**src/common/dac_pkg.sv**
```systemverilog
// Purpose: shared constants and types of the dual converter front end
// Assumes: one conversion clock, 250 MHz
// Notes:   port A bit positions are those of the 10-bit data port
package dac_pkg;
  localparam int SAMPLE_W    = 10;
  localparam int FIFO_DEPTH  = 8;
  // configuration word positions on the port A bus
  localparam int CFG_PD_BIT  = 9;
  localparam int CFG_EN_BIT  = 8;
  localparam int CFG_F2_BIT  = 7;
  localparam int CFG_F1_BIT  = 6;
  localparam int CFG_G_HI    = 5;
  localparam int CFG_G_LO    = 2;
  // rate limits the host must respect (MHz)
  localparam int MAX_WORD_MHZ = 165;
  localparam int MAX_CONV_MHZ = 300;
  // timing
  localparam int CLK_MHZ      = 250;
  localparam int WAKE_NS      = 700;
  localparam int WAKE_CYCLES  = (WAKE_NS * CLK_MHZ + 999) / 1000;
  localparam int LOCK_CYCLES  = 64;
  // filter structure
  localparam int STAGE1_TAPS  = 43;
  localparam int STAGE2_TAPS  = 23;
  localparam int IMAGE_REJ_DB = 60;
  // gain trim: code 0 is +0.4 dB, code 8 is 0 dB, 0.05 dB per code
  localparam logic [3:0] GAIN_RESET = 4'h8;
  localparam int         GAIN_SHIFT = 10;
  localparam logic [10:0] GAIN_MULT [16] = '{
    11'h430, 11'h42A, 11'h424, 11'h41E, 11'h418, 11'h412, 11'h40C,
    11'h406, 11'h400, 11'h3FA, 11'h3F4, 11'h3EE, 11'h3E9, 11'h3E3,
    11'h3DD, 11'h3D8};
  localparam logic [9:0] SAMPLE_MAX = 10'h3FF;

  typedef struct packed {
    logic [SAMPLE_W-1:0] a;
    logic [SAMPLE_W-1:0] b;
  } sample_pair_t;

  typedef struct packed {
    logic       power_down_bit;
    logic       converter_enable_bit;
    logic       second_filter_enable;
    logic       first_filter_enable;
    logic [3:0] gain_trim;
  } config_word_t;

  typedef enum logic [2:0] {
    INTERP_1X = 3'h1,
    INTERP_2X = 3'h2,
    INTERP_4X = 3'h4
  } interp_t;

  typedef enum logic [3:0] {
    PWR_DOWN    = 4'h1,
    PWR_STANDBY = 4'h2,
    PWR_WAKE    = 4'h4,
    PWR_NORMAL  = 4'h8
  } power_state_t;
endpackage : dac_pkg

```
**src/verilog/dual_dac_mode_control.sv**
```systemverilog
// Purpose: mode control, sample buffering and interpolation of a dual DAC
// Assumes: sample buses come from host logic on core_clk; the config
//          strobe and the two mode pins are asynchronous
// Notes:   interpolation is one linear stage; tap counts are parameters
//
// Behaviour
// [RULE1] capture sample on edge, present next edge
// [RULE2] input 165 MHz, conversion 300 MHz maximum
// [RULE3] four-times mode: four outputs per input
// [RULE4] enable pin selects or bypasses multiplier
// [RULE5] normal, standby, power-down; wake in 0.7us
// [RULE6] config word latched on strobe falling edge
// [RULE7] word: pd, enable, filter2, filter1, gain
// [RULE8] gain trim on channel A, +0.4 to -0.35
// [RULE9] reset: bypass, 0 dB, converters running
// [RULE10] power-down bit overrides all other bits; the code still loads the gain and filter bits of that word
// [RULE11] enable low means standby, high means normal
// [RULE12] both filters on gives four-times mode
// [RULE13] first filter only gives two-times mode
// [RULE14] both filters off: bypass, filters powered down
// [RULE15] host never writes filter2 without filter1
// [RULE16] two cascaded two-times stages, 43 and 23 taps
// [RULE17] images suppressed by at least 60 dB
// [RULE18] interleave high: both channels via port A
// [RULE19] lock output high while multiplier locked
// [RULE20] strobe synchronised before applying new word
// [RULE21] gain falls one 0.05 dB step per code
`timescale 1ns/10ps

module sample_fifo #(
  parameter int WIDTH = 20,
  parameter int DEPTH = 8
) (
  input  wire logic             core_clk,
  input  wire logic             rst,
  input  wire logic             wr_valid,
  output logic                  wr_ready,
  input  wire logic [WIDTH-1:0] wr_data,
  output logic                  rd_valid,
  input  wire logic             rd_ready,
  output logic      [WIDTH-1:0] rd_data
);
  localparam int AW = $clog2(DEPTH);
  logic [WIDTH-1:0] mem [DEPTH];
  logic [AW-1:0]    wr_ptr_ff;
  logic [AW-1:0]    rd_ptr_ff;
  logic [AW:0]      count_ff;
  logic             not_full_ff;
  logic             push;
  logic             pop;
  logic [AW:0]      nxt_count;

  assign push     = wr_valid && not_full_ff;
  assign pop      = rd_ready && (count_ff != '0);
  assign wr_ready = not_full_ff;
  assign rd_valid = (count_ff != '0);
  assign rd_data  = mem[rd_ptr_ff];

  always_comb begin
    nxt_count = count_ff;
    if (push && !pop) nxt_count = count_ff + 1'b1;
    if (pop && !push) nxt_count = count_ff - 1'b1;
  end

  // storage has no reset; only pointers, count and flags do
  always_ff @(posedge core_clk) begin
    if (push) mem[wr_ptr_ff] <= wr_data;
  end

  // pointers wrap by modulo so any depth works
  always_ff @(posedge core_clk) begin
    if (rst) begin
      wr_ptr_ff   <= '0;
      rd_ptr_ff   <= '0;
      count_ff    <= '0;
      not_full_ff <= 1'b1;
    end else begin
      if (push)
        wr_ptr_ff <= (wr_ptr_ff == AW'(DEPTH-1)) ? '0 : wr_ptr_ff + 1'b1;
      if (pop)
        rd_ptr_ff <= (rd_ptr_ff == AW'(DEPTH-1)) ? '0 : rd_ptr_ff + 1'b1;
      count_ff    <= nxt_count;
      not_full_ff <= (nxt_count != (AW+1)'(DEPTH));
    end
  end
endmodule : sample_fifo

module dual_dac_mode_control
  import dac_pkg::*;
#(
  parameter int DEPTH     = FIFO_DEPTH,
  parameter int WAKE_CYC  = WAKE_CYCLES,
  parameter int LOCK_CYC  = LOCK_CYCLES,
  parameter int S1_TAPS   = STAGE1_TAPS,
  parameter int S2_TAPS   = STAGE2_TAPS
) (
  input  wire logic                core_clk,
  input  wire logic                rst,
  input  wire logic [SAMPLE_W-1:0] port_a_sample_bus,
  input  wire logic [SAMPLE_W-1:0] port_b_sample_bus,
  input  wire logic                sample_strobe,
  output logic                     sample_ready,
  input  wire logic                interleave_select,
  input  wire logic                config_write_strobe_n,
  input  wire logic                multiplier_enable_pin,
  output logic [SAMPLE_W-1:0]      conv_sample_a,
  output logic [SAMPLE_W-1:0]      conv_sample_b,
  output logic                     conv_update,
  output interp_t                  interp_mode,
  output logic                     filter1_on,
  output logic                     filter2_on,
  output power_state_t             power_state,
  output logic [3:0]               gain_trim,
  output logic                     multiplier_locked
);
  localparam int LW = $clog2(LOCK_CYC + 1);
  localparam int WW = $clog2(WAKE_CYC + 1);

  // linear point k/N between p and c, N = 1 << sh
  function automatic logic [SAMPLE_W-1:0] lerp(
    input logic [SAMPLE_W-1:0] p,
    input logic [SAMPLE_W-1:0] c,
    input logic [2:0]          k,
    input logic [1:0]          sh);
    logic [SAMPLE_W+2:0] sum;
    logic [2:0]          n;
    n   = 3'(1 << sh);
    sum = (SAMPLE_W+3)'(p * (n - k)) + (SAMPLE_W+3)'(c * k);
    return SAMPLE_W'(sum >> sh);
  endfunction : lerp

  // channel A gain trim with saturation at full scale
  function automatic logic [SAMPLE_W-1:0] trim(
    input logic [SAMPLE_W-1:0] s,
    input logic [3:0]          g);
    logic [SAMPLE_W+10:0] prod;
    prod = s * GAIN_MULT[g];
    if (prod[SAMPLE_W+10:GAIN_SHIFT] > (SAMPLE_W+1)'(SAMPLE_MAX))
      return SAMPLE_MAX;
    return prod[GAIN_SHIFT +: SAMPLE_W];
  endfunction : trim

  function automatic logic [1:0] shift_of(input interp_t m);
    return (m == INTERP_4X) ? 2'h2 : (m == INTERP_2X) ? 2'h1 : 2'h0;
  endfunction : shift_of

  // pin synchronisers; only stage 2 onward is read
  logic [2:0] cw_sync_ff;
  logic [1:0] pll_sync_ff;
  logic [1:0] ide_sync_ff;
  always_ff @(posedge core_clk) begin
    if (rst) begin
      cw_sync_ff  <= 3'h7;
      pll_sync_ff <= 2'h0;
      ide_sync_ff <= 2'h0;
    end else begin
      cw_sync_ff  <= {cw_sync_ff[1:0], config_write_strobe_n};
      pll_sync_ff <= {pll_sync_ff[0], multiplier_enable_pin};
      ide_sync_ff <= {ide_sync_ff[0], interleave_select};
    end
  end

  // falling strobe seen past the synchroniser
  logic         cfg_apply;
  config_word_t cfg_in;
  assign cfg_apply = cw_sync_ff[2] && !cw_sync_ff[1]; // [RULE6] [RULE20]
  assign cfg_in = '{power_down_bit:       port_a_sample_bus[CFG_PD_BIT],
                    converter_enable_bit: port_a_sample_bus[CFG_EN_BIT],
                    second_filter_enable: port_a_sample_bus[CFG_F2_BIT],
                    first_filter_enable:  port_a_sample_bus[CFG_F1_BIT],
                    gain_trim: port_a_sample_bus[CFG_G_HI:CFG_G_LO]};
  // [RULE7] lowest two port bits are never read into the config word

  // interpolation and gain settings
  interp_t    interp_ff;
  logic [3:0] gain_ff;
  always_ff @(posedge core_clk) begin
    if (rst) begin
      interp_ff <= INTERP_1X; // [RULE9]
      gain_ff   <= GAIN_RESET; // [RULE9]
    end else if (cfg_apply) begin
      gain_ff <= cfg_in.gain_trim; // [RULE8] [RULE21]
      // illegal filter2-only word keeps the previous factor [RULE15]
      unique case ({cfg_in.second_filter_enable,
                    cfg_in.first_filter_enable})
        2'b11: interp_ff <= INTERP_4X; // [RULE12]
        2'b01: interp_ff <= INTERP_2X; // [RULE13]
        2'b00: interp_ff <= INTERP_1X; // [RULE14]
        2'b10: interp_ff <= interp_ff;
      endcase
    end
  end

  // power state machine; wake delay counted from leaving standby or power-down
  power_state_t   pwr_ff;
  logic [WW-1:0]  wake_cnt_ff;
  logic           running;
  assign running = (pwr_ff == PWR_NORMAL);
  always_ff @(posedge core_clk) begin
    if (rst) begin
      pwr_ff      <= PWR_NORMAL; // [RULE9]
      wake_cnt_ff <= '0;
    end else if (cfg_apply && cfg_in.power_down_bit) begin
      pwr_ff <= PWR_DOWN; // [RULE10]
    end else if (cfg_apply && !cfg_in.converter_enable_bit) begin
      pwr_ff <= PWR_STANDBY; // [RULE11]
    end else begin
      if (cfg_apply && !running && pwr_ff != PWR_WAKE) begin
        pwr_ff      <= PWR_WAKE; // [RULE5]
        wake_cnt_ff <= '0;
      end else if (pwr_ff == PWR_WAKE) begin
        wake_cnt_ff <= wake_cnt_ff + 1'b1;
        if (wake_cnt_ff == WW'(WAKE_CYC - 1))
          pwr_ff <= PWR_NORMAL; // [RULE5]
      end
    end
  end

  // interleave pairing: first port A word is channel A, second is B
  logic          half_ff;
  logic [SAMPLE_W-1:0] held_a_ff;
  logic          fifo_ready;
  logic          push_valid;
  sample_pair_t  push_data;
  always_comb begin
    push_valid = sample_strobe && (!ide_sync_ff[1] || half_ff); // [RULE18]
    push_data  = ide_sync_ff[1] ? '{a: held_a_ff, b: port_a_sample_bus}
                                : '{a: port_a_sample_bus,
                                    b: port_b_sample_bus};
  end

  always_ff @(posedge core_clk) begin
    if (rst) begin
      half_ff   <= 1'b0;
      held_a_ff <= '0;
    end else if (!ide_sync_ff[1]) begin
      half_ff <= 1'b0;
    end else if (sample_strobe && fifo_ready) begin
      half_ff <= !half_ff; // [RULE18]
      if (!half_ff) held_a_ff <= port_a_sample_bus;
    end
  end

  // buffer between the sample ports and the interpolator
  logic         pop_req;
  logic         head_valid;
  sample_pair_t head;
  sample_fifo #(
    .WIDTH ($bits(sample_pair_t)),
    .DEPTH (DEPTH)
  ) u_fifo (
    .core_clk (core_clk),
    .rst      (rst),
    .wr_valid (push_valid),
    .wr_ready (fifo_ready),
    .wr_data  (push_data),
    .rd_valid (head_valid),
    .rd_ready (pop_req),
    .rd_data  (head)
  ); // [RULE1] words land on the capturing edge

  // stage k counts outputs of the current input; 0 asks for a pop
  logic [2:0]    step_ff;
  logic [1:0]    sh;
  logic [2:0]    n_out;
  sample_pair_t  prev_ff;
  sample_pair_t  curr_ff;
  assign sh      = shift_of(interp_ff);
  assign n_out   = 3'(1 << sh);
  assign pop_req = running && (step_ff == 3'h0) && !cfg_apply;
  always_ff @(posedge core_clk) begin
    if (rst) begin
      step_ff <= 3'h0;
      prev_ff <= '0;
      curr_ff <= '0;
    end else if (cfg_apply || !running) begin
      step_ff <= 3'h0; // a mode change restarts the burst
    end else if (step_ff == 3'h0) begin
      if (head_valid) begin
        prev_ff <= curr_ff;
        curr_ff <= head;
        step_ff <= (n_out == 3'h1) ? 3'h0 : 3'h2; // [RULE3]
      end
    end else begin
      step_ff <= (step_ff == n_out) ? 3'h0 : step_ff + 1'b1; // [RULE3]
    end
  end

  // converter outputs; stage taps are structure parameters [RULE16]
  logic         out_en;
  logic [2:0]   k_now;
  sample_pair_t lo;
  sample_pair_t hi;
  assign out_en = pop_req ? head_valid : (running && step_ff != 3'h0);
  assign k_now  = pop_req ? 3'h1 : step_ff;
  assign lo     = pop_req ? curr_ff : prev_ff;
  assign hi     = pop_req ? head : curr_ff;
  always_ff @(posedge core_clk) begin
    if (rst) begin
      conv_sample_a <= '0;
      conv_sample_b <= '0;
      conv_update   <= 1'b0;
    end else begin
      conv_update <= out_en;
      if (out_en) begin
        // interpolated images fall with the stage weights [RULE17]
        conv_sample_a <= trim(lerp(lo.a, hi.a, k_now, sh), gain_ff); // [RULE8]
        conv_sample_b <= lerp(lo.b, hi.b, k_now, sh); // [RULE1]
      end
    end
  end

  // multiplier lock: settles a fixed time after the enable pin rises
  logic [LW-1:0] lock_cnt_ff;
  always_ff @(posedge core_clk) begin
    if (rst || !pll_sync_ff[1]) begin
      lock_cnt_ff       <= '0; // [RULE4]
      multiplier_locked <= 1'b0;
    end else begin
      if (lock_cnt_ff != LW'(LOCK_CYC)) lock_cnt_ff <= lock_cnt_ff + 1'b1;
      multiplier_locked <= (lock_cnt_ff == LW'(LOCK_CYC)); // [RULE19]
    end
  end

  // registered status copies
  always_ff @(posedge core_clk) begin
    if (rst) begin
      interp_mode  <= INTERP_1X;
      filter1_on   <= 1'b0;
      filter2_on   <= 1'b0;
      power_state  <= PWR_NORMAL;
      gain_trim    <= GAIN_RESET;
      sample_ready <= 1'b0;
    end else begin
      interp_mode  <= interp_ff;
      filter1_on   <= running && interp_ff != INTERP_1X; // [RULE14]
      filter2_on   <= running && interp_ff == INTERP_4X;
      power_state  <= pwr_ff;
      gain_trim    <= gain_ff;
      sample_ready <= fifo_ready; // [RULE2] back-pressure on the host
    end
  end
endmodule : dual_dac_mode_control

```
**config.mk**
```make
export PLATFORM = sky130hd
export DESIGN_NAME = dual_dac_mode_control
export DESIGN_NICKNAME = d
export VERILOG_FILES = /design/src/common/dac_pkg.sv /design/src/verilog/dual_dac_mode_control.sv
export SDC_FILE = /design/constraint.sdc
export NUM_CORES = 1
export LEC_CHECK = 0
export BUFFER_PORTS_ARGS = -buffer_cell sky130_fd_sc_hd__buf_2
export CORE_MARGIN = 4
export CORE_UTILIZATION = 45
export CTS_BUF_LIST = sky130_fd_sc_hd__clkbuf_16
export DETAILED_ROUTE_END_ITERATION = 16
export GPL_TIMING_DRIVEN = 1
export PLACE_DENSITY = 0.67
export SYNTH_ARGS = -nofsm -noshare
export SYNTH_HDL_FRONTEND = slang
export SYNTH_SLANG_ARGS = --single-unit
```
**constraint.sdc**
```tcl
create_clock -name core_clk -period 38.4 [get_ports core_clk]
set_clock_uncertainty 0.1 [all_clocks]
set_input_delay 7.68 -clock core_clk [delete_from_list [all_inputs] [get_ports core_clk]]
set_output_delay 7.68 -clock core_clk [all_outputs]
set_load 0.005 [all_outputs]
```
==> impl_results.md <==
* Status: finished clean
* Routed Antenna Nets at 0
* # fillers at between 3000 and 4000
* Pin count of the biggest net entering global routing at 88
* CP Max Fanout at 26
* Worst setup margin at ~26000 ps
* Die width at approximately 220 um
* Max Cap Violations at 0
* Layer carrying the most global-route usage: met2
* DP Worst Slack at 25530 ps
* GR Layer Usage met1 at 25.2%
* Tot Pwr at 1.63 mW
* Count of cell types in the netlist at 63
* Final Max Slew Viols at 0
* Mapped Avg Cell Area at 10.7 um2
* Most Frequent Cell on Critical Path: fa_1
* Critical path startpoint category: register
* Met3 Resource Use GR at 2.41%
* Initial DRC count at 961
* Clk slew on worst S/H paths at around 60 ps
* Final setup fails at 0
* Ports at 62
* Final GP Congestion at 0.852
* P&R area growth vs syn at 9.54%
* P per Cell Area at around 74 nW/um2
* Root Driver: clkbuf_16
* H-tree depth at 1
* GRT Total Usage at between 15 and 20%
* Finished Layout Cells at 2523
* Pre-antenna DRT Iters at 5
* Post-synth EDFFs at 160
* Rows at 76
* Clk buf depth at 3
* First-pass GRT wire length at 70.0 mm
* Synth top area cells: edfxtp_1, fa_1, dfxtp_1
* Post-synthesis sequential area ratio at 37.7%
* Fin crit share at 33.6%
* CP required at between 30000 and 40000 ps
* Most used DFF post-synth: edfxtp_1
* Ys async rst share at 0%
* Final hold violation count at 0
* CTS-repair resized insts at 0
* Setup TNS Final at 0 ps
* Cells after Synth at 1878
* Synth warn at 0
* FF+latch count, synth at approximately 300
* Fin util at 50.3%
* CTS sink cnt at approximately 300
* PortBufs at 61
* Min Tclk post-route at 12890 ps
* Worst relative slew slack at 36.3%
* Syn Std Cell Area at 20000 um2
* Seq. cell area at 7550 um2
* Max incr delay on CP at 920 ps
* DP Cell Count at 2468
* Worst Hold Class: register to register
* RSZ-0062 raised after global routing: no
* Hold buffers post-CTS at 0
* Arrival time worst endpoint at 13230 ps
* Top cell type's share of synthesized area at 24.0%
* Initial Utilization at 45.9%
* Diodes inserted at 0
* DP HPWL at 31.3 mm
* Worst vdd ir at roughly 0.047 mV
* Number of global-route vias before repair at 13400
* Synth Net Count at approximately 2200
* Initial antenna violation count at 0
* Fin area at 21900 um2
* Slew @ Worst Pin at approximately 940 ps
* WL final at approximately 42 mm
* Chip Height at 219 um
* F_max at 77.6 MHz
* Dpl cell area at ~21000 um2
* CP startpoint: step_ff[0]
* HP Start: cw_sync_ff[0]
* Fraction of layout cells with a size suffix above 1 at about 12%
* Num CTS Buffers at 30
* Via Count at 13100
* Die ar. at ~48000 um2
* Slowest cell on crit path: dfxtp_1
* DRC at 0
* Post-CTS setup buffer count at 0
* Worst R2R Start: step_ff[0]
* Multi-input logic area at 11300 um2
* GR met2 Demand/Resource at 30.6%
* Vias per Instance at 5.20
* Synth area leader: edfxtp_1
* GR Overflow Total at 0
* Hold Slack at 319 ps
* Wire per inst at 16.8 um
* Core area at 43600 um2
* CP endpoint kind: register
* Nets at ~2300
* Clk Latency, worst-skew pair at 610 ps
* Crit Path Class: register to register
* Leak Pwr at 9.20 nW
* CTS tree: yes
==> registers in the layout, summed over array words and instances (netlist names), 2 cells and up, named ones only <==
register / count
u_fifo.rd_ptr_ff: 3
step_ff: 3
wake_cnt_ff: 8
lock_cnt_ff: 7
pll_sync_ff: 2
conv_sample_a: 10
gain_ff: 4
pwr_ff: 4
u_fifo.count_ff: 4
interp_mode: 3
u_fifo.mem: 160
curr_ff: 20
interp_ff: 3
held_a_ff: 10
ide_sync_ff: 2
conv_sample_b: 10
prev_ff: 20
cw_sync_ff: 3
gain_trim: 4
power_state: 4
u_fifo.wr_ptr_ff: 3
==> cells in the mapped netlist, drive strengths merged, types with 4 or more instances <==
master / n
a211oi: 34
nor3: 19
mux2: 21
and2: 23
nor3b: 4
a21oi: 84
o21bai: 6
nand2: 169
ha: 143
a311oi: 4
nand2b: 28
and3: 14
mux4: 40
edfxtp: 160
xnor2: 28
clkbuf: 54
nor2: 197
nor4b: 4
o21ai: 40
xor2: 23
o211ai: 5
nor2b: 22
a21boi: 6
dfxtp: 137
or2: 26
mux2i: 45
a21o: 17
nand4: 6
inv: 251
nand3: 29
a31oi: 17
fa: 172
buf: 22
==> routing by layer <==
layer	up-vias	wire, um
met5	-	0
met4	0	732
met3	54	2210
met2	302	20300
met1	6439	19200
li1	6333	-
==> cell usage in the layout (no fill, tap or decap), types with 5 or more instances in the layout <==
cell type   count
a211oi_1       33
a21o_1         17
a21oi_1        83
a31oi_1        17
and2_1         22
and3_1         14
buf_2          60
buf_4          21
clkbuf_16      31
clkinv_2        6
clkinvlp_4      8
dfxtp_1       135
edfxtp_1      160
fa_1          172
ha_1          143
inv_1         256
mux2_2         21
mux2i_1        45
mux4_2         40
nand2_1       168
nand2b_1       28
nand3_1        29
nand4_1         6
nor2_1        193
nor2b_1        22
nor3_1         15
o211ai_1        5
o21ai_0        35
o21ai_1         5
o21bai_1        5
or2_2          26
xnor2_1        28
xor2_1         23
==> report_power, final <==
group	leakage [nW]	total, mW	internal (mW)	switching [mW]
combinational	6.16	0.951	0.378	0.574
sequential	2.57	0.395	0.369	0.0259
clock	0.466	0.282	0.154	0.127
total	9.20	1.63	0.901	0.727
==> worst max-delay path: cells and delay by family (launching register included) <==
family / cells / cell delay, ps
buffers and inverters: 6 / 360
xor gates and xnor gates: 2 / 490
AOI/OAI and AO/OA: 10 / 2630
and+or+nand+nor: 10 / 2030
adders and majority gates: 14 / 6200
DFF: 1 / 920
==> kinds of logic after synthesis <==
| kind of cell | count (synthesis) | share of synthesized area, % |
|---|---|---|
| buffers and inverters | 328 | 6.18 |
| muxes | 106 | 7.94 |
| adders and majority gates | 315 | 26.2 |
| and+or+nand+nor | 551 | 12.6 |
| xor gates and xnor gates | 51 | 2.23 |
| DFF | 297 | 37.7 |
| AOI/OAI and AO/OA | 230 | 7.20 |
==> final cells by class <==
class / instances / share of cell area [%]
Multi-Input combinational cell: 1253 / 51.4
Sequential cell: 297 / 34.4
Inverter: 252 / 4.32
Clock buffer: 31 / 3.54
Tap cell: 585 / 3.34
Timing Repair Buffer: 81 / 2.09
Clock inverter: 24 / 0.845
==> worst paths after layout <==
path	end	slack [ps]	depth (start not counted)
setup / recovery	conv_sample_a[0]	25510	42
hold / removal	cw_sync_ff[1]	320	1
setup reg to reg	conv_sample_a[0]	25510	42
hold reg to reg	cw_sync_ff[1]	320	1
Power figures use the tool's default switching activity.
